**src/hdl/pin_mux_pkg.sv**
```systemverilog
// Constants and carrier types for the port F to J override block
package pin_mux_pkg;

    // ------------------------------------------------------------
    // Override bundle for one eight-pin port
    // ------------------------------------------------------------
    typedef struct packed {
        logic [7:0] pullup_override_en;
        logic [7:0] pullup_override_val;
        logic [7:0] direction_override_en;
        logic [7:0] direction_override_val;
        logic [7:0] output_value_override_en;
        logic [7:0] output_value_override_val;
        logic [7:0] input_enable_override_en;
        logic [7:0] input_enable_override_val;
    } pin_override_t;

    // Test port state seen by the pin logic
    typedef struct packed {
        logic shift_ir;
        logic shift_dr;
        logic tdo;
    } test_port_state_t;

    // ------------------------------------------------------------
    // Register map (byte addresses)
    // ------------------------------------------------------------
    localparam int          ADDR_W          = 8;
    localparam logic [7:0]  CTRL_OFF        = 8'h00;
    localparam logic [7:0]  PC_MASK_OFF     = 8'h04;
    localparam logic [7:0]  LEVEL_OFF       = 8'h08;
    localparam logic [7:0]  IRQ_STATUS_OFF  = 8'h0c;
    localparam logic [7:0]  IRQ_MASK_OFF    = 8'h10;

    // Control fields and reset values
    localparam int          CTRL_TPE_BIT    = 0;
    localparam int          CTRL_PCGE_BIT   = 1;
    localparam logic [1:0]  CTRL_RESET      = 2'h0;

    // Level register field positions
    localparam int          LVL_F_LSB       = 0;
    localparam int          LVL_G_LSB       = 8;
    localparam int          LVL_H_LSB       = 16;
    localparam int          LVL_J_LSB       = 24;

    // ------------------------------------------------------------
    // Pin positions and pin-change numbering
    // ------------------------------------------------------------
    localparam int          F_TEST_LSB      = 4;
    localparam int          F_TDO_BIT       = 6;
    localparam int          F_TDI_BIT       = 7;
    localparam int          F_TMS_BIT       = 5;
    localparam int          F_TCK_BIT       = 4;
    localparam int          G_RESET_BIT     = 5;
    localparam int          G_T0_BIT        = 4;
    localparam int          G_T1_BIT        = 3;
    localparam int          G_WIDTH         = 6;
    localparam int          H_WIDTH         = 8;
    localparam int          J_WIDTH         = 7;
    localparam int          PC_H_BASE       = 16;
    localparam int          PC_J_BASE       = 24;
    localparam int          PC_TOP          = 30;
    localparam int          PC_COUNT        = PC_TOP - PC_H_BASE + 1;
    localparam logic [7:0]  F_TEST_MASK     = 8'hf0;
    localparam logic [7:0]  ALL_ONES8       = 8'hff;
    localparam logic [7:0]  ZERO8           = 8'h00;
    localparam logic        FUSE_PROGRAMMED = 1'b0;

    // AHB-Lite codes
    localparam logic [1:0]  HTRANS_NONSEQ   = 2'h2;
    localparam logic        HRESP_OKAY      = 1'b0;

endpackage

```
**src/hdl/pin_mux_fj.sv**
```systemverilog
// Alternate-function override logic for ports F, G, H and J
//
// The register addresses and register access over AHB-Lite are this design's own decisions.
module pin_mux_fj #(
    parameter bit LARGE_VARIANT = 1'b1
) (
    hclk,
    hresetn,
    // AHB-Lite slave
    hsel,
    haddr,
    htrans,
    hwrite,
    hsize,
    hwdata,
    hready,
    hreadyout,
    hresp,
    hrdata,
    // Pad levels and fixed inputs
    pad_f_in,
    pad_g_in,
    pad_h_in,
    pad_j_in,
    reset_pin_disable_fuse_n,
    test_state,
    // Override bundles to the pin drivers
    f_override,
    g_override,
    h_override,
    j_override,
    // Peripheral side
    analog_pin_route,
    test_data_in,
    test_mode_select,
    test_clock,
    external_reset_n,
    port_g_bit5,
    timer0_count_source,
    timer1_count_source,
    pin_change_sources,
    irq
);

    // ------------------------------------------------------------
    // Ports
    // ------------------------------------------------------------
    input  wire logic                               hclk;
    input  wire logic                               hresetn;
    input  wire logic                               hsel;
    input  wire logic [31:0]                        haddr;
    input  wire logic [1:0]                         htrans;
    input  wire logic                               hwrite;
    input  wire logic [2:0]                         hsize;
    input  wire logic [31:0]                        hwdata;
    input  wire logic                               hready;
    output logic                                    hreadyout;
    output logic                                    hresp;
    output logic [31:0]                             hrdata;
    input  wire logic [7:0]                         pad_f_in;
    input  wire logic [pin_mux_pkg::G_WIDTH-1:0]    pad_g_in;
    input  wire logic [pin_mux_pkg::H_WIDTH-1:0]    pad_h_in;
    input  wire logic [pin_mux_pkg::J_WIDTH-1:0]    pad_j_in;
    input  wire logic                               reset_pin_disable_fuse_n;
    input  wire pin_mux_pkg::test_port_state_t      test_state;
    output pin_mux_pkg::pin_override_t              f_override;
    output pin_mux_pkg::pin_override_t              g_override;
    output pin_mux_pkg::pin_override_t              h_override;
    output pin_mux_pkg::pin_override_t              j_override;
    output logic [7:0]                              analog_pin_route;
    output logic                                    test_data_in;
    output logic                                    test_mode_select;
    output logic                                    test_clock;
    output logic                                    external_reset_n;
    output logic                                    port_g_bit5;
    output logic                                    timer0_count_source;
    output logic                                    timer1_count_source;
    output logic [pin_mux_pkg::PC_TOP:pin_mux_pkg::PC_H_BASE]
                                                    pin_change_sources;
    output logic                                    irq;

    localparam int PCN = pin_mux_pkg::PC_COUNT;

    // ------------------------------------------------------------
    // Internal state
    // ------------------------------------------------------------
    logic [1:0]                         ctrl_reg;
    logic [PCN-1:0]                     pc_mask_reg;
    logic [PCN-1:0]                     irq_status_reg;
    logic [PCN-1:0]                     irq_status_next;
    logic [PCN-1:0]                     irq_mask_reg;
    logic [PCN-1:0]                     pc_level_reg;
    logic [PCN-1:0]                     pc_level_next;
    logic [PCN-1:0]                     pc_event;
    logic                               wr_pend_reg;
    logic [pin_mux_pkg::ADDR_W-1:0]     wr_addr_reg;
    logic                               addr_phase;
    logic [pin_mux_pkg::ADDR_W-1:0]     a_off;
    logic [31:0]                        level_word;
    logic                               test_en;
    logic                               group_en;
    logic                               tdo_drive;
    pin_mux_pkg::pin_override_t         f_next;
    pin_mux_pkg::pin_override_t         g_next;
    pin_mux_pkg::pin_override_t         h_next;
    pin_mux_pkg::pin_override_t         j_next;

    // Pin-change input override for one port
    function automatic pin_mux_pkg::pin_override_t pc_override(
        input logic [7:0] mask,
        input logic       enable
    );
        pin_mux_pkg::pin_override_t o;
        o = '0;
        o.input_enable_override_en  = mask & {8{enable}};
        o.input_enable_override_val = pin_mux_pkg::ZERO8;
        return o;
    endfunction

    // Read data for one register offset
    function automatic logic [31:0] read_word(
        input logic [pin_mux_pkg::ADDR_W-1:0] off
    );
        logic [31:0] w;
        w = 32'h0000_0000;
        unique case (off)
            pin_mux_pkg::CTRL_OFF:       w[1:0] = ctrl_reg;
            pin_mux_pkg::PC_MASK_OFF:    w[PCN-1:0] = pc_mask_reg;
            pin_mux_pkg::LEVEL_OFF:      w = level_word;
            pin_mux_pkg::IRQ_STATUS_OFF: w[PCN-1:0] = irq_status_reg;
            pin_mux_pkg::IRQ_MASK_OFF:   w[PCN-1:0] = irq_mask_reg;
            default:                     w = 32'h0000_0000;
        endcase
        return w;
    endfunction

    // ------------------------------------------------------------
    // Bus slave
    // ------------------------------------------------------------
    assign addr_phase = hsel & hready & (htrans == pin_mux_pkg::HTRANS_NONSEQ);
    assign a_off      = haddr[pin_mux_pkg::ADDR_W-1:0];

    // Zero-wait slave, always OKAY
    always_ff @(posedge hclk or negedge hresetn)
    begin
        if (!hresetn)
        begin
            hreadyout <= 1'b0;
            hresp     <= pin_mux_pkg::HRESP_OKAY;
        end
        else
        begin
            hreadyout <= 1'b1;
            hresp     <= pin_mux_pkg::HRESP_OKAY;
        end
    end

    // Address phase capture for writes
    always_ff @(posedge hclk or negedge hresetn)
    begin
        if (!hresetn)
        begin
            wr_pend_reg <= 1'b0;
            wr_addr_reg <= '0;
        end
        else
        begin
            wr_pend_reg <= addr_phase & hwrite;
            wr_addr_reg <= a_off;
        end
    end

    // Read data sampled at the address phase
    always_ff @(posedge hclk or negedge hresetn)
    begin
        if (!hresetn)
            hrdata <= 32'h0000_0000;
        else if (addr_phase && !hwrite)
            hrdata <= read_word(a_off);
    end

    // Writable control registers
    always_ff @(posedge hclk or negedge hresetn)
    begin
        if (!hresetn)
        begin
            ctrl_reg     <= pin_mux_pkg::CTRL_RESET;
            pc_mask_reg  <= '0;
            irq_mask_reg <= '0;
        end
        else if (wr_pend_reg)
        begin
            if (wr_addr_reg == pin_mux_pkg::CTRL_OFF)
                ctrl_reg <= hwdata[1:0];
            if (wr_addr_reg == pin_mux_pkg::PC_MASK_OFF)
                pc_mask_reg <= hwdata[PCN-1:0];
            if (wr_addr_reg == pin_mux_pkg::IRQ_MASK_OFF)
                irq_mask_reg <= hwdata[PCN-1:0];
        end
    end

    assign test_en  = ctrl_reg[pin_mux_pkg::CTRL_TPE_BIT];
    assign group_en = ctrl_reg[pin_mux_pkg::CTRL_PCGE_BIT];

    // ------------------------------------------------------------
    // Pin-change sources, events and interrupt
    // ------------------------------------------------------------
    generate
        if (LARGE_VARIANT)
        begin : g_large
            // Source 16+n from H bit n, 24+n from J bit n
            assign pc_level_next = {pad_j_in, pad_h_in};
        end
        else
        begin : g_small
            // No H or J pins in the smaller variant
            assign pc_level_next = '0;
        end
    endgenerate

    // Edge on an enabled, unmasked source
    assign pc_event = (pc_level_reg ^ pc_level_next) & pc_mask_reg
                      & {PCN{group_en}};

    // Set beats write-one-clear
    always_comb
    begin
        irq_status_next = irq_status_reg;
        if (wr_pend_reg && wr_addr_reg == pin_mux_pkg::IRQ_STATUS_OFF)
            irq_status_next = irq_status_next & ~hwdata[PCN-1:0];
        irq_status_next = irq_status_next | pc_event;
    end

    // Source levels, sticky status and interrupt line
    always_ff @(posedge hclk or negedge hresetn)
    begin
        if (!hresetn)
        begin
            pc_level_reg       <= '0;
            pin_change_sources <= '0;
            irq_status_reg     <= '0;
            irq                <= 1'b0;
        end
        else
        begin
            pc_level_reg       <= pc_level_next;
            pin_change_sources <= pc_level_next;
            irq_status_reg     <= irq_status_next;
            irq                <= |(irq_status_next & irq_mask_reg);
        end
    end

    // ------------------------------------------------------------
    // Port F overrides
    // ------------------------------------------------------------
    assign tdo_drive = test_state.shift_ir | test_state.shift_dr;

    // Test pins in F7..F4, nothing on F3..F0
    always_comb
    begin
        f_next = '0;
        if (test_en)
        begin
            f_next.pullup_override_en  = pin_mux_pkg::F_TEST_MASK;
            f_next.pullup_override_val = pin_mux_pkg::F_TEST_MASK;
            f_next.direction_override_en = pin_mux_pkg::F_TEST_MASK;
            f_next.input_enable_override_en = pin_mux_pkg::F_TEST_MASK;
            f_next.input_enable_override_val = pin_mux_pkg::ZERO8;
            // Data out driven while shifting, else left pulled up
            f_next.direction_override_val[pin_mux_pkg::F_TDO_BIT] =
                tdo_drive;
            f_next.output_value_override_en[pin_mux_pkg::F_TDO_BIT] =
                1'b1;
            f_next.output_value_override_val[pin_mux_pkg::F_TDO_BIT] =
                test_state.tdo;
        end
    end

    // ------------------------------------------------------------
    // Port G overrides
    // ------------------------------------------------------------
    // G5 input only with pull-up on; G4, G3 untouched
    always_comb
    begin
        g_next = '0;
        g_next.pullup_override_en[pin_mux_pkg::G_RESET_BIT]    = 1'b1;
        g_next.pullup_override_val[pin_mux_pkg::G_RESET_BIT]   = 1'b1;
        g_next.direction_override_en[pin_mux_pkg::G_RESET_BIT] = 1'b1;
        g_next.direction_override_val[pin_mux_pkg::G_RESET_BIT] = 1'b0;
        g_next.output_value_override_en[pin_mux_pkg::G_RESET_BIT] =
            1'b1;
        g_next.output_value_override_val[pin_mux_pkg::G_RESET_BIT] =
            1'b0;
    end

    // ------------------------------------------------------------
    // Ports H and J overrides
    // ------------------------------------------------------------
    generate
        if (LARGE_VARIANT)
        begin : g_hj
            assign h_next = pc_override(pc_mask_reg[7:0],
                                        group_en);
            assign j_next = pc_override(
                {1'b0, pc_mask_reg[PCN-1:pin_mux_pkg::H_WIDTH]},
                group_en);
        end
        else
        begin : g_no_hj
            assign h_next = '0;
            assign j_next = '0;
        end
    endgenerate

    // Registered override bundles
    always_ff @(posedge hclk or negedge hresetn)
    begin
        if (!hresetn)
        begin
            f_override <= '0;
            g_override <= '0;
            h_override <= '0;
            j_override <= '0;
        end
        else
        begin
            f_override <= f_next;
            g_override <= g_next;
            h_override <= h_next;
            j_override <= j_next;
        end
    end

    // ------------------------------------------------------------
    // Peripheral inputs
    // ------------------------------------------------------------
    // Pin levels forwarded to converter, test port and timers
    always_ff @(posedge hclk or negedge hresetn)
    begin
        if (!hresetn)
        begin
            analog_pin_route    <= pin_mux_pkg::ZERO8;
            test_data_in        <= 1'b1;
            test_mode_select    <= 1'b1;
            test_clock          <= 1'b0;
            timer0_count_source <= 1'b0;
            timer1_count_source <= 1'b0;
        end
        else
        begin
            analog_pin_route    <= pad_f_in;
            test_data_in        <= pad_f_in[pin_mux_pkg::F_TDI_BIT];
            test_mode_select    <= pad_f_in[pin_mux_pkg::F_TMS_BIT];
            test_clock          <= pad_f_in[pin_mux_pkg::F_TCK_BIT];
            timer0_count_source <= pad_g_in[pin_mux_pkg::G_T0_BIT];
            timer1_count_source <= pad_g_in[pin_mux_pkg::G_T1_BIT];
        end
    end

    // G5 always as plain input, and as reset input unless the fuse is programmed
    always_ff @(posedge hclk or negedge hresetn)
    begin
        if (!hresetn)
        begin
            external_reset_n <= 1'b1;
            port_g_bit5      <= 1'b1;
        end
        else
        begin
            port_g_bit5 <= pad_g_in[pin_mux_pkg::G_RESET_BIT];
            if (reset_pin_disable_fuse_n == pin_mux_pkg::FUSE_PROGRAMMED)
                external_reset_n <= 1'b1;
            else
                external_reset_n <= pad_g_in[pin_mux_pkg::G_RESET_BIT];
        end
    end

    // ------------------------------------------------------------
    // Level register view
    // ------------------------------------------------------------
    always_comb
    begin
        level_word = 32'h0000_0000;
        level_word[pin_mux_pkg::LVL_F_LSB +: 8] = pad_f_in;
        level_word[pin_mux_pkg::LVL_G_LSB +: pin_mux_pkg::G_WIDTH] = pad_g_in;
        level_word[pin_mux_pkg::LVL_H_LSB +: pin_mux_pkg::H_WIDTH] =
            pc_level_reg[pin_mux_pkg::H_WIDTH-1:0];
        level_word[pin_mux_pkg::LVL_J_LSB +: pin_mux_pkg::J_WIDTH] =
            pc_level_reg[PCN-1:pin_mux_pkg::H_WIDTH];
    end

endmodule

```
**config.mk**
```make
export PLATFORM = sky130hd
export DESIGN_NAME = pin_mux_fj
export DESIGN_NICKNAME = d
export VERILOG_FILES = /design/src/hdl/pin_mux_pkg.sv /design/src/hdl/pin_mux_fj.sv
export SDC_FILE = /design/constraint.sdc
export NUM_CORES = 1
export LEC_CHECK = 0
export BUFFER_PORTS_ARGS = -buffer_cell sky130_fd_sc_hd__buf_2
export CAP_MARGIN = 20
export CELL_PAD_IN_SITES_DETAIL_PLACEMENT = 0
export CELL_PAD_IN_SITES_GLOBAL_PLACEMENT = 1
export CORE_AREA = 2 2 166 168
export DETAILED_ROUTE_END_ITERATION = 8
export DIE_AREA = 0 0 168 170
export PLACE_DENSITY = 0.68
export SLEW_MARGIN = 20
export SYNTH_ARGS = -nofsm -noshare
export SYNTH_HDL_FRONTEND = slang
export SYNTH_SLANG_ARGS = --single-unit
```
**constraint.sdc**
```tcl
create_clock -name hclk -period 6.6 [get_ports hclk]
set_input_delay 0.66 -clock hclk [delete_from_list [all_inputs] [get_ports hclk]]
set_output_delay 0.66 -clock hclk [all_outputs]
set_load 0.03 [all_outputs]
```
==> summary.txt <==
Final layout
  – Layout cells sized above 1: 33.0%
  – Top reg by flops: hrdata
  – Nets: 893
  – Post-layout util: a little under a third
  – Area Growth Syn to Fin: 10.7%
  – Fin area: approximately 0.008 mm²
  – Max FFs per register: 30
  – Number of standard cells in the final layout excluding fillers: 1142

STA
  – Crit share post-route: roughly half
  – Setup ws final: 3.43 ns
  – Final max-slew violation count: 0
  – Final Hold Viols: 0
  – Peak Freq: 316 MHz
  – Final TNS setup: 0 ns
  – RSZ-0062 raised after global routing: no
  – Relative slew slack: a little over a third
  – Slew @ Worst Pin: about 0.96 ns
  – Minimum clock period: 3.17 ns
  – Worst clock skew: 0.00938 ns
  – Finish-stage setup viols: 0
  – Hold Slack: 0.223 ns

Detailed routing
  – Final ANT Viol Nets: 0
  – DRT Pass-1 Iters: 5
  – Avg WL per Cell: approximately 16 µm
  – Drt total wl: 18200 µm
  – Drt drc: 0
  – Via count: 4436
  – Routed vias/inst: around 4
  – Starting DRT DRC Count: ~300

Yosys
  – Top post-synthesis cells by count: 242 x buf_4, 131 x dfrtp_1, 36 x nand2_1
  – Syn_area_per_cell: between 10 and 15 µm²
  – Yosys top cell by area: dfrtp_1
  – Top cells by area, synth: dfrtp_1 45%, buf_4 25%, mux2_2 5.4%
  – Count leader, synth: buf_4
  – Top-area cell type share of the netlist area: about 45%
  – Synth Flop Type: dfrtp_1
  – Cell Area, Synth: between 0.007 and 0.008 mm²
  – Seq/Total Area, Yosys: approximately 47%
  – Post-synth EDFFs: 0
  – Number of distinct library cells after synthesis: 48
  – #FFs+latches synth: 135
  – Synth async-reset ratio: between 90% and 100%
  – Gate Count Post-Synth: 643
  – Synth Warn #: 0

Clock tree
  – H-tree depth: 4
  – Worst-path clk slew: 0.06 ns
  – Setup Buffers After CTS: 0
  – Clk root buf: clkbuf_16
  – CTS resizes: 0
  – TritonCTS clock tree: done
  – Clock net sink count: roughly 140
  – # hold bufs at CTS: 0
  – Cts bufs inserted: 17
  – Clk Latency, worst-skew pair: 0.42 ns
  – Clock tree buffer depth: 2

Global routing
  – Initial antenna violation count: 2
  – Vias in the first global route: a little over 4000
  – Total congestion overflow: 0
  – First-pass GRT wire length: 26200 µm
  – Global Route Usage Sum: 12.5%
  – Pin count of the biggest net entering global routing: 76

Setup path
  – Critical Path End Type: flip-flop
  – CP Cell Sequence: or4b_1, or2_4, nor4b_4, buf_4, mux2_2
  – Max stage delay on crit path: 0.91 ns
  – CP arrival: 3.48 ns
  – Critical Path Source Type: flip-flop
  – Reg2Reg Setup Slack: roughly 3.4 ns
  – Delay-heaviest family, CP: simple AND/OR/NAND/NOR gates
  – Worst Path Buf+Inv: 1
  – Crit path required time: slightly below 7 ns
  – CP max FO: 16
  – Slowest CP cell: or4b_1
  – CP Class: reg2reg

Floorplan
  – Die X: between 150 and 200 µm
  – Num rows: 60
  – Top Ports: between 400 and 500
  – Die Ht: about 170 µm
  – DIE AREA: approximately 0.029 mm²
  – Initial Util: between 20 and 30%
  – Core ar.: 0.0267 mm²

Power and ir drop
  – Gate power share: 14.0%
  – Peak supply drop: 0.118 mV
  – Leak Pwr: 4.24 nW
  – Flop pwr share: 40.8%
  – Tot Pwr: 2.12 mW
  – Power per cell area: roughly 260 mW/mm²
  – Psw: between 0.6 and 0.7 mW
  – Internal power: between 1 and 1.5 mW
  – Switching Share: 30.7%
  – Clk pwr share: between 40 and 50%

Placement
  – Final Wtd Congestion: 0.750
  – I/O Buffers: 162
  – Area after DPL: around 0.0075 mm²
  – Placed insts: ~1100
  – Post-place setup slack: 3.25 ns
  – Detailed placement HPWL: 12900 µm

Min path
  – Hold crit path type: in2async

Outcome
  – Status: finished clean

Job
  – Max cap viols: 0
[layout make-up]
cell class / count / area [µm²]
Inverter: 1 / 3.75
Clock inverter: 11 / 125
Antenna cell: 2 / 5.00
Clock buffer: 21 / 460
Multi-Input combinational cell: 463 / 2780
Timing Repair Buffer: 168 / 862
Sequential cell: 135 / 3380
Tap cell: 341 / 427
Fill cell: 2786 / 18600
[cells by family after synthesis]
group / after synthesis / share of synthesized area [%]
buffers and inverters: 265 / 26.6
flip-flops: 135 / 46.6
AND/OR/NAND/NOR: 102 / 8.37
AO/OA/AOI/OAI: 78 / 8.86
multiplexers: 46 / 7.63
XOR/XNOR: 15 / 1.81
other: 2 / 0.103
[power groups by stage]
| stage | clock network, mW | registers [mW] | logic [mW] |
|---|---|---|---|
| finish | 0.959 | 0.865 | 0.296 |
| global route | 1.03 | 0.867 | 0.315 |
| global placement | 0 | 0.879 | 0.296 |
| CTS | 0.990 | 0.865 | 0.296 |
| floorplan | 0 | 0.900 | 0.304 |
| detailed placement | 0 | 0.880 | 0.296 |
[cells in the final DEF (no fill, tap or decap), types with 3 or more instances in the layout]
cell type / Yosys / final
or2_2: 6 / 6
dfstp_2: 4 / 4
o21ai_0: 17 / 17
and2_1: 21 / 22
clkinv_2: 0 / 3
a221oi_1: 4 / 4
mux2_4: 10 / 10
a21boi_0: 6 / 6
nand4b_1: 7 / 7
xor2_1: 15 / 15
nand2b_1: 11 / 11
conb_1: 2 / 222
dfrtp_1: 131 / 131
a22o_1: 15 / 15
a222oi_1: 12 / 12
mux2_2: 35 / 35
buf_4: 242 / 6
clkbuf_16: 0 / 17
buf_2: 4 / 161
clkinv_4: 0 / 3
o31a_1: 5 / 5
nand2_1: 36 / 36
nor2_1: 5 / 5
o41ai_1: 7 / 7
[layer usage]
metal	global-route usage [%]	vias to the layer above	wire, µm
met5	0	-	0
met4	4.27	0	231
li1	-	2015	-
met1	16.5	2159	8140
met3	3.30	16	1140
met2	19.9	246	8670
[final timing paths]
| kind | from | end | cells past startpoint |
|---|---|---|---|
| max reg2reg | wr_addr_reg[5] | pc_mask_reg[1] | 5 |
| min in group hclk | haddr[6] | wr_addr_reg[6] | 1 |
| min reg2reg | hrdata[11] | hrdata[11] | 2 |
| max | wr_addr_reg[5] | pc_mask_reg[1] | 5 |
| min | hresetn | hrdata[17] | 1 |
| max in group asynchronous | hresetn | irq_mask_reg[3] | 2 |
(Power assumes the default switching activity.)
